`config.mk`:
```
export PLATFORM = sky130hd
export DESIGN_NAME = terminal_regs
export DESIGN_NICKNAME = d
export VERILOG_FILES = /design/src/logic/terminal_pkg.sv /design/src/logic/output_delay.sv /design/src/logic/pin_sync.sv /design/src/logic/terminal_regs.sv
export SDC_FILE = /design/constraint.sdc
export NUM_CORES = 2
export LEC_CHECK = 0
export ABC_AREA = 1
export BUFFER_PORTS_ARGS = -buffer_cell sky130_fd_sc_hd__buf_2
export CAP_MARGIN = 5
export CORE_ASPECT_RATIO = 1.5
export CORE_MARGIN = 2
export CORE_UTILIZATION = 50
export DETAILED_ROUTE_END_ITERATION = 12
export PLACE_DENSITY = 0.66
export SLEW_MARGIN = 10
export SYNTH_ARGS = -nofsm -noshare
export SYNTH_HDL_FRONTEND = slang
export SYNTH_HIERARCHICAL = 1
export SYNTH_SLANG_ARGS = --single-unit
```
`constraint.sdc`:
```
create_clock -name clk_i -period 23.6 [get_ports clk_i]
set_clock_uncertainty 0.1 [all_clocks]
set_input_delay 2.36 -clock clk_i [delete_from_list [all_inputs] [get_ports clk_i]]
set_output_delay 2.36 -clock clk_i [all_outputs]
set_load 0.02 [all_outputs]
```
`src/logic/terminal_pkg.sv`:
```
`default_nettype none
package terminal_pkg;
  // timing
  localparam int CLK_FREQ_HZ  = 125_000_000;
  localparam int TICK_TIME_MS = 100;
  localparam int TICK_CYCLES  = CLK_FREQ_HZ / 1000 * TICK_TIME_MS;
  localparam int CNT_W        = 16;
  // register map, index order follows REG_ADDR
  localparam int NUM_REGS = 16;
  localparam logic [15:0] REG_ADDR [NUM_REGS] = '{
    16'h1141, 16'h1142, 16'h1144, 16'h1145, 16'h1148, 16'h1149, 16'h114a, 16'h1150,
    16'h1151, 16'h1152, 16'h1153, 16'h1154, 16'h1155, 16'h1156, 16'h1157, 16'h1158};
  localparam int IDX_VOLT_SPAN   = 0;
  localparam int IDX_CUR_SPAN    = 1;
  localparam int IDX_THERM_TUNE  = 2;
  localparam int IDX_MON_OFFSET  = 3;
  localparam int IDX_DEBUG_SEL   = 4;
  localparam int IDX_SPEED_MEM   = 5;
  localparam int IDX_RESET_SEL   = 6;
  localparam int IDX_OPER_A      = 7;
  localparam int IDX_OPER_B      = 8;
  localparam int IDX_LOGIC_FN    = 9;
  localparam int IDX_DELAY_FIRST = 10;
  localparam logic [15:0] REG_RESET = 16'h0000;
  // keypad-only communication settings window
  localparam logic [15:0] COMM_CFG_LO = 16'h1138;
  localparam logic [15:0] COMM_CFG_HI = 16'h113f;
  // option codes
  localparam logic [15:0] FN_AND      = 16'h0000;
  localparam logic [15:0] FN_OR       = 16'h0001;
  localparam logic [15:0] FN_XOR      = 16'h0002;
  localparam logic [15:0] RST_RISE    = 16'h0000;
  localparam logic [15:0] RST_FALL    = 16'h0001;
  localparam logic [15:0] RST_NOSTOP  = 16'h0002;
  localparam logic [15:0] MEM_CLEAR   = 16'h0000;
  localparam logic [15:0] MEM_KEEP    = 16'h0001;
  localparam logic [15:0] DEBUG_OFF   = 16'h0000;
  localparam logic [15:0] DEBUG_ON    = 16'h0001;
  localparam logic [15:0] OPER_B_ALT  = 16'h0002;
  localparam logic [31:0] SPAN_UNITY  = 32'h0000_03e8;
  localparam logic [15:0] SAT_MAX     = 16'hffff;
  localparam logic [15:0] SPEED_STEP  = 16'h0001;
  // register port carriers
  typedef struct packed {
    logic        wr;
    logic [15:0] addr;
    logic [15:0] wdata;
  } reg_req_t;
  typedef struct packed {
    logic        ack;
    logic        err;
    logic [15:0] rdata;
  } reg_rsp_t;
endpackage
`default_nettype wire

```
`src/logic/output_delay.sv`:
```
`default_nettype none
module output_delay
  import terminal_pkg::*;
(
  // clock and reset
  input  wire logic             clk_i,
  input  wire logic             sys_rst_i,
  input  wire logic             ce_i,
  input  wire logic             tick_i,
  // source and delays in ticks
  input  wire logic             src_i,
  input  wire logic [CNT_W-1:0] on_delay_i,
  input  wire logic [CNT_W-1:0] off_delay_i,
  output logic                  out_o
);
  logic [CNT_W-1:0] cnt_reg;
  logic [CNT_W-1:0] target;

  assign target = src_i ? on_delay_i : off_delay_i;

  // delay runs only while source differs from output; reverting restarts it
  always_ff @(posedge clk_i or posedge sys_rst_i) begin
    if (sys_rst_i) begin
      cnt_reg <= '0;
      out_o   <= 1'b0;
    end else if (ce_i) begin
      if (src_i == out_o) begin
        cnt_reg <= '0;
      end else if (target == '0) begin
        out_o <= src_i;
      end else if (tick_i) begin
        if (cnt_reg + 1'b1 >= target) begin
          out_o   <= src_i;
          cnt_reg <= '0;
        end else begin
          cnt_reg <= cnt_reg + 1'b1;
        end
      end
    end
  end

  // output only follows the source on a tick while a nonzero delay runs
  hold_filter_a: assert property (@(posedge clk_i) disable iff (sys_rst_i)
    ce_i && !tick_i && src_i != out_o && target != '0 |=> out_o == $past(out_o))
    else $error("output moved without a tick");
endmodule
`default_nettype wire

```
`src/logic/pin_sync.sv`:
```
`default_nettype none
module pin_sync
  import terminal_pkg::*;
(
  // clock and reset
  input  wire logic clk_i,
  input  wire logic sys_rst_i,
  input  wire logic ce_i,
  // pin and settled level
  input  wire logic pin_i,
  output logic      level_o
);
  logic s1_reg, s2_reg, s3_reg;

  // three-stage chain, level accepted once stages two and three agree
  always_ff @(posedge clk_i or posedge sys_rst_i) begin
    if (sys_rst_i) begin
      s1_reg  <= 1'b0;
      s2_reg  <= 1'b0;
      s3_reg  <= 1'b0;
      level_o <= 1'b0;
    end else if (ce_i) begin
      s1_reg <= pin_i;
      s2_reg <= s1_reg;
      s3_reg <= s2_reg;
      if (s2_reg == s3_reg) level_o <= s3_reg;
    end
  end
endmodule
`default_nettype wire

```
`src/logic/terminal_regs.sv`:
```
// Operation
// - function code 00 ANDs, 01 ORs, 02 XORs the two logic operands.
// - operand A selector takes 0 to 9, picking one internal signal.
// - operand B selector takes only 0 or 2, picking an internal signal.
// - terminal 11 turn-on delayed by 0 to 1000 tenths of a second.
// - terminal 12 turn-on delayed by 0 to 1000 tenths of a second.
// - terminals 11 and 12 each have own turn-off delay, 0.0 to 100.0 s.
// - relay energising delayed by 0 to 1000 tenths of a second.
// - relay release delayed by 0 to 1000 tenths of a second.
// - reset code 00 clears trip on rising edge, stops a running drive.
// - reset code 01 clears trip on falling edge, stops a running drive.
// - reset code 02 clears trip on rising edge, running drive unaffected.
// - memory code 00 restarts setpoint from default frequency after power cycle.
// - memory code 01 keeps last raise/lower adjusted setpoint across power cycle.
// - voltage input span scales command, 0 to 2000 at 0.1 percent.
// - current input span scales command, 0 to 2000 at 0.1 percent.
// - thermistor tuning spans 0 to 200 percent in tenths of percent.
// - monitor offset spans 0 to 100 counts of 0.1 volt.
// - debug selector is network read-only, 00 disabled, 01 enabled.
// - communication settings are unreachable from the network.
`default_nettype none
module terminal_regs
  import terminal_pkg::*;
#(
  parameter int TICK_LEN = TICK_CYCLES
)(
  // clock, reset, enable
  input  wire logic        clk_i,
  input  wire logic        sys_rst_i,
  input  wire logic        ce_i,
  // holding register port
  input  wire logic        reg_valid_i,
  input  wire reg_req_t    reg_req_i,
  output reg_rsp_t         reg_rsp_o,
  // settings logic status
  input  wire logic        debug_enable_i,
  // logic output
  input  wire logic [9:0]  status_i,
  output logic             logic_out_o,
  // delayed outputs
  input  wire logic        out11_src_i,
  input  wire logic        out12_src_i,
  input  wire logic        relay_src_i,
  output logic             out11_o,
  output logic             out12_o,
  output logic             relay_o,
  // reset terminal
  input  wire logic        reset_term_i,
  input  wire logic        running_i,
  output logic             trip_clear_o,
  output logic             drive_stop_o,
  // speed memory
  input  wire logic [1:0]  speed_raise_lower_inputs_i,
  input  wire logic        power_restore_i,
  input  wire logic [15:0] default_frequency_setting_i,
  output logic [15:0]      setpoint_o,
  // analog scaling
  input  wire logic [15:0] voltage_cmd_i,
  input  wire logic [15:0] current_analog_input_i,
  input  wire logic        current_sel_i,
  output logic [15:0]      freq_cmd_o,
  input  wire logic [15:0] thermistor_i,
  output logic [15:0]      thermistor_o,
  input  wire logic [15:0] monitor_i,
  output logic [15:0]      analog_monitor_output_o
);
  // refuse a tick too short for the delay counters
  if (TICK_LEN < 2) begin : g_tick_check
    $error("TICK_LEN must be at least 2");
  end

  logic [15:0] regs_reg [NUM_REGS];
  logic [31:0] tick_cnt_reg;
  logic        tick;
  logic        hit;
  logic [3:0]  hit_idx;
  logic        comm_cfg;
  logic        bad;
  logic        rst_lvl;
  logic        rst_prev_reg;
  logic        rise;
  logic        fall;
  logic        op_a;
  logic        op_b;
  logic        logic_next;
  logic [15:0] mem_reg;
  logic [2:0]  dly_src;
  logic [2:0]  dly_out;

  // address decode against the register table
  always_comb begin
    hit     = 1'b0;
    hit_idx = 4'h0;
    for (int i = 0; i < NUM_REGS; i++) begin
      if (reg_req_i.addr == REG_ADDR[i]) begin
        hit     = 1'b1;
        hit_idx = 4'(i);
      end
    end
  end

  assign comm_cfg = reg_req_i.addr >= COMM_CFG_LO && reg_req_i.addr <= COMM_CFG_HI;
  assign bad      = comm_cfg || !hit || (reg_req_i.wr && hit_idx == 4'(IDX_DEBUG_SEL));

  // register storage, debug selector never written from the network
  always_ff @(posedge clk_i or posedge sys_rst_i) begin
    if (sys_rst_i) begin
      for (int i = 0; i < NUM_REGS; i++) regs_reg[i] <= REG_RESET;
    end else if (ce_i && reg_valid_i && reg_req_i.wr && !bad) begin
      regs_reg[hit_idx] <= reg_req_i.wdata;
    end
  end

  // one-cycle answer, error on unmapped, keypad-only or read-only target
  always_ff @(posedge clk_i or posedge sys_rst_i) begin
    if (sys_rst_i) begin
      reg_rsp_o <= '0;
    end else if (ce_i) begin
      reg_rsp_o.ack   <= reg_valid_i;
      reg_rsp_o.err   <= reg_valid_i && bad;
      reg_rsp_o.rdata <= 16'h0000;
      if (reg_valid_i && !reg_req_i.wr && !bad) begin
        if (hit_idx == 4'(IDX_DEBUG_SEL))
          reg_rsp_o.rdata <= debug_enable_i ? DEBUG_ON : DEBUG_OFF;
        else
          reg_rsp_o.rdata <= regs_reg[hit_idx];
      end
    end
  end

  // 0.1 s tick for all delays
  always_ff @(posedge clk_i or posedge sys_rst_i) begin
    if (sys_rst_i) begin
      tick_cnt_reg <= '0;
    end else if (ce_i) begin
      tick_cnt_reg <= tick ? '0 : tick_cnt_reg + 32'h1;
    end
  end
  assign tick = tick_cnt_reg == 32'(TICK_LEN - 1);

  // operand selection and logic function
  assign op_a = regs_reg[IDX_OPER_A] <= 16'h0009 ? status_i[regs_reg[IDX_OPER_A][3:0]] : 1'b0;
  assign op_b = regs_reg[IDX_OPER_B] == OPER_B_ALT ? status_i[2] : status_i[0];

  always_comb begin
    unique case (regs_reg[IDX_LOGIC_FN])
      FN_AND:  logic_next = op_a & op_b;
      FN_OR:   logic_next = op_a | op_b;
      FN_XOR:  logic_next = op_a ^ op_b;
      default: logic_next = 1'b0;
    endcase
  end

  // registered logic output
  always_ff @(posedge clk_i or posedge sys_rst_i) begin
    if (sys_rst_i) logic_out_o <= 1'b0;
    else if (ce_i) logic_out_o <= logic_next;
  end

  // on/off delays for terminal 11, terminal 12 and relay
  assign dly_src = {relay_src_i, out12_src_i, out11_src_i};
  generate
    for (genvar g = 0; g < 3; g++) begin : g_dly
      output_delay u_dly (
        .clk_i       (clk_i),
        .sys_rst_i   (sys_rst_i),
        .ce_i        (ce_i),
        .tick_i      (tick),
        .src_i       (dly_src[g]),
        .on_delay_i  (regs_reg[IDX_DELAY_FIRST + 2 * g]),
        .off_delay_i (regs_reg[IDX_DELAY_FIRST + 2 * g + 1]),
        .out_o       (dly_out[g])
      );
    end
  endgenerate
  assign out11_o = dly_out[0];
  assign out12_o = dly_out[1];
  assign relay_o = dly_out[2];

  // reset terminal pin conditioning
  pin_sync u_rst_sync (
    .clk_i     (clk_i),
    .sys_rst_i (sys_rst_i),
    .ce_i      (ce_i),
    .pin_i     (reset_term_i),
    .level_o   (rst_lvl)
  );

  always_ff @(posedge clk_i or posedge sys_rst_i) begin
    if (sys_rst_i) rst_prev_reg <= 1'b0;
    else if (ce_i) rst_prev_reg <= rst_lvl;
  end
  assign rise = rst_lvl && !rst_prev_reg;
  assign fall = !rst_lvl && rst_prev_reg;

  // trip clear and stop pulses by reset behaviour code
  always_ff @(posedge clk_i or posedge sys_rst_i) begin
    if (sys_rst_i) begin
      trip_clear_o <= 1'b0;
      drive_stop_o <= 1'b0;
    end else if (ce_i) begin
      trip_clear_o <= 1'b0;
      drive_stop_o <= 1'b0;
      unique case (regs_reg[IDX_RESET_SEL])
        RST_RISE: begin
          trip_clear_o <= rise;
          drive_stop_o <= rise && running_i;
        end
        RST_FALL: begin
          trip_clear_o <= fall;
          drive_stop_o <= fall && running_i;
        end
        RST_NOSTOP: begin
          trip_clear_o <= rise;
        end
        default: ;
      endcase
    end
  end

  // retained setpoint, updated by raise and lower inputs
  always_ff @(posedge clk_i or posedge sys_rst_i) begin
    if (sys_rst_i) begin
      mem_reg <= 16'h0000;
    end else if (ce_i) begin
      if (power_restore_i)
        mem_reg <= regs_reg[IDX_SPEED_MEM] == MEM_KEEP ? mem_reg : default_frequency_setting_i;
      else if (speed_raise_lower_inputs_i == 2'b01 && setpoint_o != SAT_MAX)
        mem_reg <= setpoint_o + SPEED_STEP;
      else if (speed_raise_lower_inputs_i == 2'b10 && setpoint_o != 16'h0000)
        mem_reg <= setpoint_o - SPEED_STEP;
    end
  end

  // working setpoint, restored after a power cycle
  always_ff @(posedge clk_i or posedge sys_rst_i) begin
    if (sys_rst_i) begin
      setpoint_o <= 16'h0000;
    end else if (ce_i) begin
      if (power_restore_i && regs_reg[IDX_SPEED_MEM] == MEM_CLEAR)
        setpoint_o <= default_frequency_setting_i;
      else if (power_restore_i)
        setpoint_o <= mem_reg;
      else if (speed_raise_lower_inputs_i == 2'b01 && setpoint_o != SAT_MAX)
        setpoint_o <= setpoint_o + SPEED_STEP;
      else if (speed_raise_lower_inputs_i == 2'b10 && setpoint_o != 16'h0000)
        setpoint_o <= setpoint_o - SPEED_STEP;
    end
  end

  // scale by a factor in tenths of a percent, saturating
  function automatic logic [15:0] scale(input logic [15:0] x, input logic [15:0] k);
    logic [31:0] p;
    p = (32'(x) * 32'(k)) / SPAN_UNITY;
    return p > 32'(SAT_MAX) ? SAT_MAX : p[15:0];
  endfunction

  // analog scaling and monitor offset
  always_ff @(posedge clk_i or posedge sys_rst_i) begin
    if (sys_rst_i) begin
      freq_cmd_o              <= 16'h0000;
      thermistor_o            <= 16'h0000;
      analog_monitor_output_o <= 16'h0000;
    end else if (ce_i) begin
      if (current_sel_i)
        freq_cmd_o <= scale(current_analog_input_i, regs_reg[IDX_CUR_SPAN]);
      else
        freq_cmd_o <= scale(voltage_cmd_i, regs_reg[IDX_VOLT_SPAN]);
      thermistor_o <= scale(thermistor_i, regs_reg[IDX_THERM_TUNE]);
      analog_monitor_output_o <= 17'(monitor_i) + 17'(regs_reg[IDX_MON_OFFSET]) > 17'(SAT_MAX)
                                 ? SAT_MAX : monitor_i + regs_reg[IDX_MON_OFFSET];
    end
  end

  // checks
  logic_fn_a: assert property (@(posedge clk_i) disable iff (sys_rst_i)
    ce_i && regs_reg[IDX_LOGIC_FN] == FN_XOR |=> logic_out_o == ($past(op_a) ^ $past(op_b)))
    else $error("xor logic output wrong");
  oper_a_sel_a: assert property (@(posedge clk_i) disable iff (sys_rst_i)
    ce_i && regs_reg[IDX_OPER_A] == 16'h0009 && regs_reg[IDX_LOGIC_FN] == FN_AND && !status_i[9] |=> !logic_out_o)
    else $error("operand a selection wrong");
  oper_b_sel_a: assert property (@(posedge clk_i) disable iff (sys_rst_i)
    ce_i && regs_reg[IDX_OPER_B] == OPER_B_ALT && regs_reg[IDX_LOGIC_FN] == FN_OR && status_i[2] |=> logic_out_o)
    else $error("operand b selection wrong");
  rise_clear_a: assert property (@(posedge clk_i) disable iff (sys_rst_i)
    ce_i && rise && running_i && regs_reg[IDX_RESET_SEL] == RST_RISE |=> trip_clear_o && drive_stop_o)
    else $error("rising reset missed");
  fall_clear_a: assert property (@(posedge clk_i) disable iff (sys_rst_i)
    ce_i && fall && regs_reg[IDX_RESET_SEL] == RST_FALL |=> trip_clear_o)
    else $error("falling reset missed");
  no_stop_a: assert property (@(posedge clk_i) disable iff (sys_rst_i)
    regs_reg[IDX_RESET_SEL] == RST_NOSTOP |=> !drive_stop_o)
    else $error("stop raised under code 02");
  mem_clear_a: assert property (@(posedge clk_i) disable iff (sys_rst_i)
    ce_i && power_restore_i && regs_reg[IDX_SPEED_MEM] == MEM_CLEAR
    |=> setpoint_o == $past(default_frequency_setting_i))
    else $error("setpoint not reset to default");
  debug_ro_a: assert property (@(posedge clk_i) disable iff (sys_rst_i)
    ce_i && reg_valid_i && reg_req_i.wr && reg_req_i.addr == REG_ADDR[IDX_DEBUG_SEL] |=> reg_rsp_o.err)
    else $error("debug selector write accepted");
  comm_block_a: assert property (@(posedge clk_i) disable iff (sys_rst_i)
    ce_i && reg_valid_i && comm_cfg |=> reg_rsp_o.ack && reg_rsp_o.err)
    else $error("communication setting reachable");
  relay_hold_a: assert property (@(posedge clk_i) disable iff (sys_rst_i)
    ce_i && !relay_o && relay_src_i && regs_reg[IDX_DELAY_FIRST + 4] > 16'h0001 && !tick |=> !relay_o)
    else $error("relay energised early");

  // delay filters hold while no tick arrives
  out11_hold_a: assert property (@(posedge clk_i) disable iff (sys_rst_i)
    ce_i && !out11_o && out11_src_i && regs_reg[IDX_DELAY_FIRST] > 16'h0001 && !tick |=> !out11_o)
    else $error("terminal 11 on early");
  out12_hold_a: assert property (@(posedge clk_i) disable iff (sys_rst_i)
    ce_i && !out12_o && out12_src_i && regs_reg[IDX_DELAY_FIRST + 2] > 16'h0001 && !tick |=> !out12_o)
    else $error("terminal 12 on early");
  out12_off_a: assert property (@(posedge clk_i) disable iff (sys_rst_i)
    ce_i && out12_o && !out12_src_i && regs_reg[IDX_DELAY_FIRST + 3] > 16'h0001 && !tick |=> out12_o)
    else $error("terminal 12 off early");
  relay_release_a: assert property (@(posedge clk_i) disable iff (sys_rst_i)
    ce_i && relay_o && !relay_src_i && regs_reg[IDX_DELAY_FIRST + 5] > 16'h0001 && !tick |=> relay_o)
    else $error("relay released early");

  // restore, scaling, debug read and falling stop
  mem_keep_a: assert property (@(posedge clk_i) disable iff (sys_rst_i)
    ce_i && power_restore_i && regs_reg[IDX_SPEED_MEM] == MEM_KEEP |=> setpoint_o == $past(setpoint_o))
    else $error("kept setpoint lost");
  volt_zero_a: assert property (@(posedge clk_i) disable iff (sys_rst_i)
    ce_i && !current_sel_i && regs_reg[IDX_VOLT_SPAN] == 16'h0000 |=> freq_cmd_o == 16'h0000)
    else $error("zero voltage span not zero");
  therm_zero_a: assert property (@(posedge clk_i) disable iff (sys_rst_i)
    ce_i && regs_reg[IDX_THERM_TUNE] == 16'h0000 |=> thermistor_o == 16'h0000)
    else $error("zero thermistor tuning not zero");
  mon_offset_a: assert property (@(posedge clk_i) disable iff (sys_rst_i)
    ce_i && regs_reg[IDX_MON_OFFSET] == 16'h0000 |=> analog_monitor_output_o == $past(monitor_i))
    else $error("monitor offset applied when zero");
  debug_read_a: assert property (@(posedge clk_i) disable iff (sys_rst_i)
    ce_i && reg_valid_i && !reg_req_i.wr && reg_req_i.addr == REG_ADDR[IDX_DEBUG_SEL]
    |=> reg_rsp_o.rdata[15:1] == 15'h0000)
    else $error("debug selector read out of range");
  stop_fall_a: assert property (@(posedge clk_i) disable iff (sys_rst_i)
    ce_i && fall && running_i && regs_reg[IDX_RESET_SEL] == RST_FALL |=> drive_stop_o)
    else $error("falling reset stop missed");
endmodule
`default_nettype wire

```
==> report_table.html <==
<table>
<tr><th>Metric</th><th>Value</th></tr>
<tr><th colspan="2">Outcome</th></tr>
<tr><td>Outcome</td><td>finished, final reports clean</td></tr>
<tr><th colspan="2">Placement</th></tr>
<tr><td># placed instances</td><td>11990</td></tr>
<tr><td>Number of buffer cells added on primary ports</td><td>224</td></tr>
<tr><td>Detailed placer's ending HPWL</td><td>172500 um</td></tr>
<tr><td>GP Congestion</td><td>0.9888</td></tr>
<tr><th colspan="2">Setup path</th></tr>
<tr><td>Worst setup slack for register-to-register paths</td><td>2.76 ns</td></tr>
<tr><td>End of the critical path</td><td>freq_cmd_o[0]</td></tr>
<tr><td>Worst setup path category</td><td>input pin to flip-flop</td></tr>
<tr><td>Critical-path top delay cell</td><td>fa_1</td></tr>
<tr><td>Largest stage delay, worst path</td><td>0.58 ns</td></tr>
<tr><td>Number of buffers and inverters on the critical path</td><td>13</td></tr>
<tr><td>Cell class contributing the biggest share of worst-path delay</td><td>simple AND/OR/NAND/NOR gates</td></tr>
<tr><td>Worst Reg-to-Reg Cells</td><td>136</td></tr>
<tr><td>Reg2reg end</td><td>freq_cmd_o[0]</td></tr>
<tr><td>Type of origin of the critical path</td><td>input pin</td></tr>
<tr><td>Maximum fanout count along the critical path</td><td>16</td></tr>
<tr><td>Launch instance of the worst register-to-register path</td><td>regs_reg[236]</td></tr>
<tr><td>Worst path depth</td><td>137</td></tr>
<tr><td>Worst setup path startpoint</td><td>current_analog_input_i[7]</td></tr>
<tr><td>Endpoint class of the critical path</td><td>flip-flop</td></tr>
<tr><td>Critical Path Most Common Cell</td><td>nand2_2</td></tr>
<tr><td>Critical Path AT</td><td>22.12 ns</td></tr>
<tr><td>Crit path required time</td><td>24.02 ns</td></tr>
<tr><th colspan="2">Timing</th></tr>
<tr><td>Max Slew Vio Count</td><td>0</td></tr>
<tr><td>Slew Limit Headroom</td><td>0.1465</td></tr>
<tr><td>Endpoints failing setup</td><td>0</td></tr>
<tr><td>Period utilisation layout</td><td>0.9195</td></tr>
<tr><td>TNS Setup</td><td>0 ns</td></tr>
<tr><td>Fmax</td><td>46.08 MHz</td></tr>
<tr><td>Hold violation total from the final report</td><td>0</td></tr>
<tr><td>Shortest clock period the worst path allows after layout</td><td>21.70 ns</td></tr>
<tr><td>Actual slew at the worst max-slew pin</td><td>1.277 ns</td></tr>
<tr><td>Unrepaired setup endpoints after global routing</td><td>no</td></tr>
<tr><th colspan="2">Floorplan</th></tr>
<tr><td>Overall die area</td><td>141900 um^2</td></tr>
<tr><td>Width of the chip</td><td>308.3 um</td></tr>
<tr><td># rows</td><td>167</td></tr>
<tr><td>Top Ports</td><td>225</td></tr>
<tr><td>Die Ht</td><td>460.4 um</td></tr>
<tr><td>Core Footprint</td><td>137900 um^2</td></tr>
<tr><td>Starting density of the core</td><td>0.5035</td></tr>
<tr><th colspan="2">Yosys</th></tr>
<tr><td>Post-synth ARST share</td><td>1.000</td></tr>
<tr><td>Syn_nets</td><td>11420</td></tr>
<tr><td>Count of synthesis-stage warnings from yosys</td><td>6</td></tr>
<tr><td>Most repeated cell in the gate-level netlist after synthesis</td><td>nand2_1</td></tr>
<tr><td>Most instantiated cells after synthesis</td><td>2866 x nand2_1, 2198 x inv_1, 597 x nand3_1</td></tr>
<tr><td>Synth top area share</td><td>0.1684</td></tr>
<tr><td>Synthesized area divided by synthesized cell count</td><td>6.743 um^2</td></tr>
<tr><td>Leading register cell type out of synthesis</td><td>dfrtp_1</td></tr>
<tr><td>Part of the Yosys area used for sequential elements</td><td>0.1604</td></tr>
<tr><td>Number of register bits inferred by synthesis</td><td>445</td></tr>
<tr><td>Yosys top cell by area</td><td>fa_1</td></tr>
<tr><td>Syn Std Cell Area</td><td>69440 um^2</td></tr>
<tr><td>Cell count after synthesis</td><td>10300</td></tr>
<tr><td>Post-synth EDFFs</td><td>0</td></tr>
<tr><td>Dominant cells by area after synthesis</td><td>fa_1 17%, dfrtp_1 16%, nand2_1 15%</td></tr>
<tr><td>Number of different library cells in the post-synthesis netlist</td><td>82</td></tr>
<tr><th colspan="2">Hold path</th></tr>
<tr><td>Min-delay src</td><td>regs_reg[188]</td></tr>
<tr><td>Hold Path Class</td><td>flip-flop to flip-flop</td></tr>
<tr><th colspan="2">Power</th></tr>
<tr><td>Leakage component of the power</td><td>44.94 nW</td></tr>
<tr><td>Total power draw</td><td>2.035 mW</td></tr>
<tr><td>Power per cell area</td><td>27.72 nW/um^2</td></tr>
<tr><td>Worst-case vdd ir drop</td><td>0.00005139 V</td></tr>
<tr><th colspan="2">Finish</th></tr>
<tr><td>Layout fillers</td><td>13770</td></tr>
<tr><td>Sequential standard cell area</td><td>11140 um^2</td></tr>
<tr><td>Largest register FFs</td><td>256</td></tr>
<tr><td>Final core occ</td><td>0.5322</td></tr>
<tr><td>Area growth, synth to finish</td><td>5.699%</td></tr>
<tr><td>Final layout net count</td><td>11390</td></tr>
<tr><td>Area of combinational cells with multiple inputs</td><td>48090 um^2</td></tr>
<tr><td>Non-filler cells, final</td><td>12090</td></tr>
<tr><td>Fraction of layout instances using a drive strength above 1</td><td>0.1174</td></tr>
<tr><th colspan="2">Global route</th></tr>
<tr><td>Maximum number of pins on one net before global-route repair</td><td>161</td></tr>
<tr><td>First-pass GRT wire length</td><td>341100 um</td></tr>
<tr><td>Number of antenna violations at the first check in global routing</td><td>26</td></tr>
<tr><td>Via count of the first global-routing pass</td><td>65810</td></tr>
<tr><td>Total grt overflow</td><td>0</td></tr>
<tr><td>Global-route usage over all layers</td><td>0.3011</td></tr>
<tr><th colspan="2">Clock network</th></tr>
<tr><td>H-tree lvl count</td><td>2</td></tr>
<tr><td>Clock tree from TritonCTS</td><td>yes</td></tr>
<tr><td>Total clock sinks</td><td>445</td></tr>
<tr><td>Max clock buf depth</td><td>3</td></tr>
<tr><td>Number of clock buffers inserted by TritonCTS</td><td>49</td></tr>
<tr><td>Cell chosen for the clock root</td><td>clkbuf_16</td></tr>
<tr><td>Number of buffers added for setup after CTS</td><td>0</td></tr>
<tr><td>Clock latency of the later-clocked register in the worst-skew pair</td><td>0.65 ns</td></tr>
<tr><td>Worst-path clk slew</td><td>0.06 ns</td></tr>
<tr><th colspan="2">Detailed routing</th></tr>
<tr><td>Count of nets left with antenna violations after detail routing</td><td>0</td></tr>
<tr><td>Average wire per cell in the routed design</td><td>17.52 um</td></tr>
<tr><td>Final Routed Wirelength</td><td>211900 um</td></tr>
<tr><td>Number of design rule violations left after detail routing</td><td>0</td></tr>
<tr><td>Count of TritonRoute iterations in the first routing pass</td><td>6</td></tr>
<tr><td>Number of vias after detailed routing</td><td>64450</td></tr>
<tr><td>Avg Vias per Cell</td><td>5.329</td></tr>
<tr><td>Count of routing violations after the opening detailed-route iteration</td><td>3896</td></tr>
<tr><th colspan="2">Flow run</th></tr>
<tr><td>Number of maximum-capacitance violations</td><td>0</td></tr>
</table>
## power by group
| part | total (mW) | internal (mW) | switching [mW] |
|---|---|---|---|
| clock network | 0.815 | 0.461 | 0.354 |
| logic | 0.406 | 0.116 | 0.291 |
| registers | 0.814 | 0.791 | 0.0227 |
| total | 2.03 | 1.37 | 0.667 |
## timing repair
action,in CTS,in global routing
endpoints found under the setup margin,0,1
hold buffers,0,0
resized for setup,0,8
## worst min-delay path by stage
| stage | endpoint | slack (ns) | depth (start not counted) |
|---|---|---|---|
| 2_1_floorplan | regs_reg[176] | 0.33 | 1 |
| 3_3_place_gp | regs_reg[177] | 0.26 | 0 |
| 3_5_place_dp | regs_reg[176] | 0.27 | 0 |
| 4_1_cts | regs_reg[176] | 0.28 | 0 |
| 5_1_grt | regs_reg[180] | 0.29 | 0 |
| 6_report | regs_reg[188] | 0.28 | 0 |
## logic make-up after synthesis
kind of cell | after synthesis | share of synthesized area
buffers and inverters | 2685 | 0.1479
adder cells (fa/ha/maj) | 980 | 0.2397
AND/OR/NAND/NOR | 4911 | 0.3252
AO/OA/AOI/OAI | 949 | 0.08330
multiplexers | 105 | 0.01514
flip-flops | 445 | 0.1604
XOR/XNOR | 224 | 0.02836
## metal layers
metal  vias to the layer above  GRT usage  part of all wire
li1                      31320          -                 -
met1                     30710     0.3204              0.37
met2                      1807     0.5630              0.51
met3                       587    0.03495             0.048
met4                        26     0.1841             0.070
met5                         -          0           0.00074
## cells in the final DEF (no fill, tap or decap), drive strengths merged, types with 28 or more instances in the layout
master / netlist / final
nand2: 3285 / 3285
inv: 2329 / 2332
nand3: 704 / 704
nor2: 657 / 657
fa: 584 / 584
dfrtp: 445 / 445
ha: 396 / 396
o21ai: 337 / 337
a21oi: 297 / 297
buf: 42 / 254
xor2: 169 / 169
mux2i: 105 / 105
nand4: 97 / 97
clkbuf: 298 / 72
nor3: 65 / 65
o22ai: 61 / 61
o221ai: 60 / 60
xnor2: 55 / 55
o21bai: 46 / 46
nor4: 45 / 45
o211ai: 32 / 32
clkinv: 16 / 28
## metrics by stage
stage | hold slack (ns) | instance area (um^2) | setup slack (ns)
finish | 0.2771 | 73400 | 1.901
CTS | 0.2802 | 73340 | 1.615
detailed placement | 0.2679 | 71670 | 0.9931
global route | 0.2863 | 73380 | 0.001231
global placement | 0.2646 | 71670 | 0.9301
floorplan | 0.3290 | 69440 | 4.987
## area by class of cell
class	count	area share
inverters	2345	0.1206
clock inverters	22	0.003665
flip-flops and latches	445	0.1517
multi-input cells	7169	0.6552
clock buffers	68	0.01904
repair buffers	258	0.01909
diodes	13	0.0004432
well taps	1774	0.03024
(Power assumes the default switching activity.)
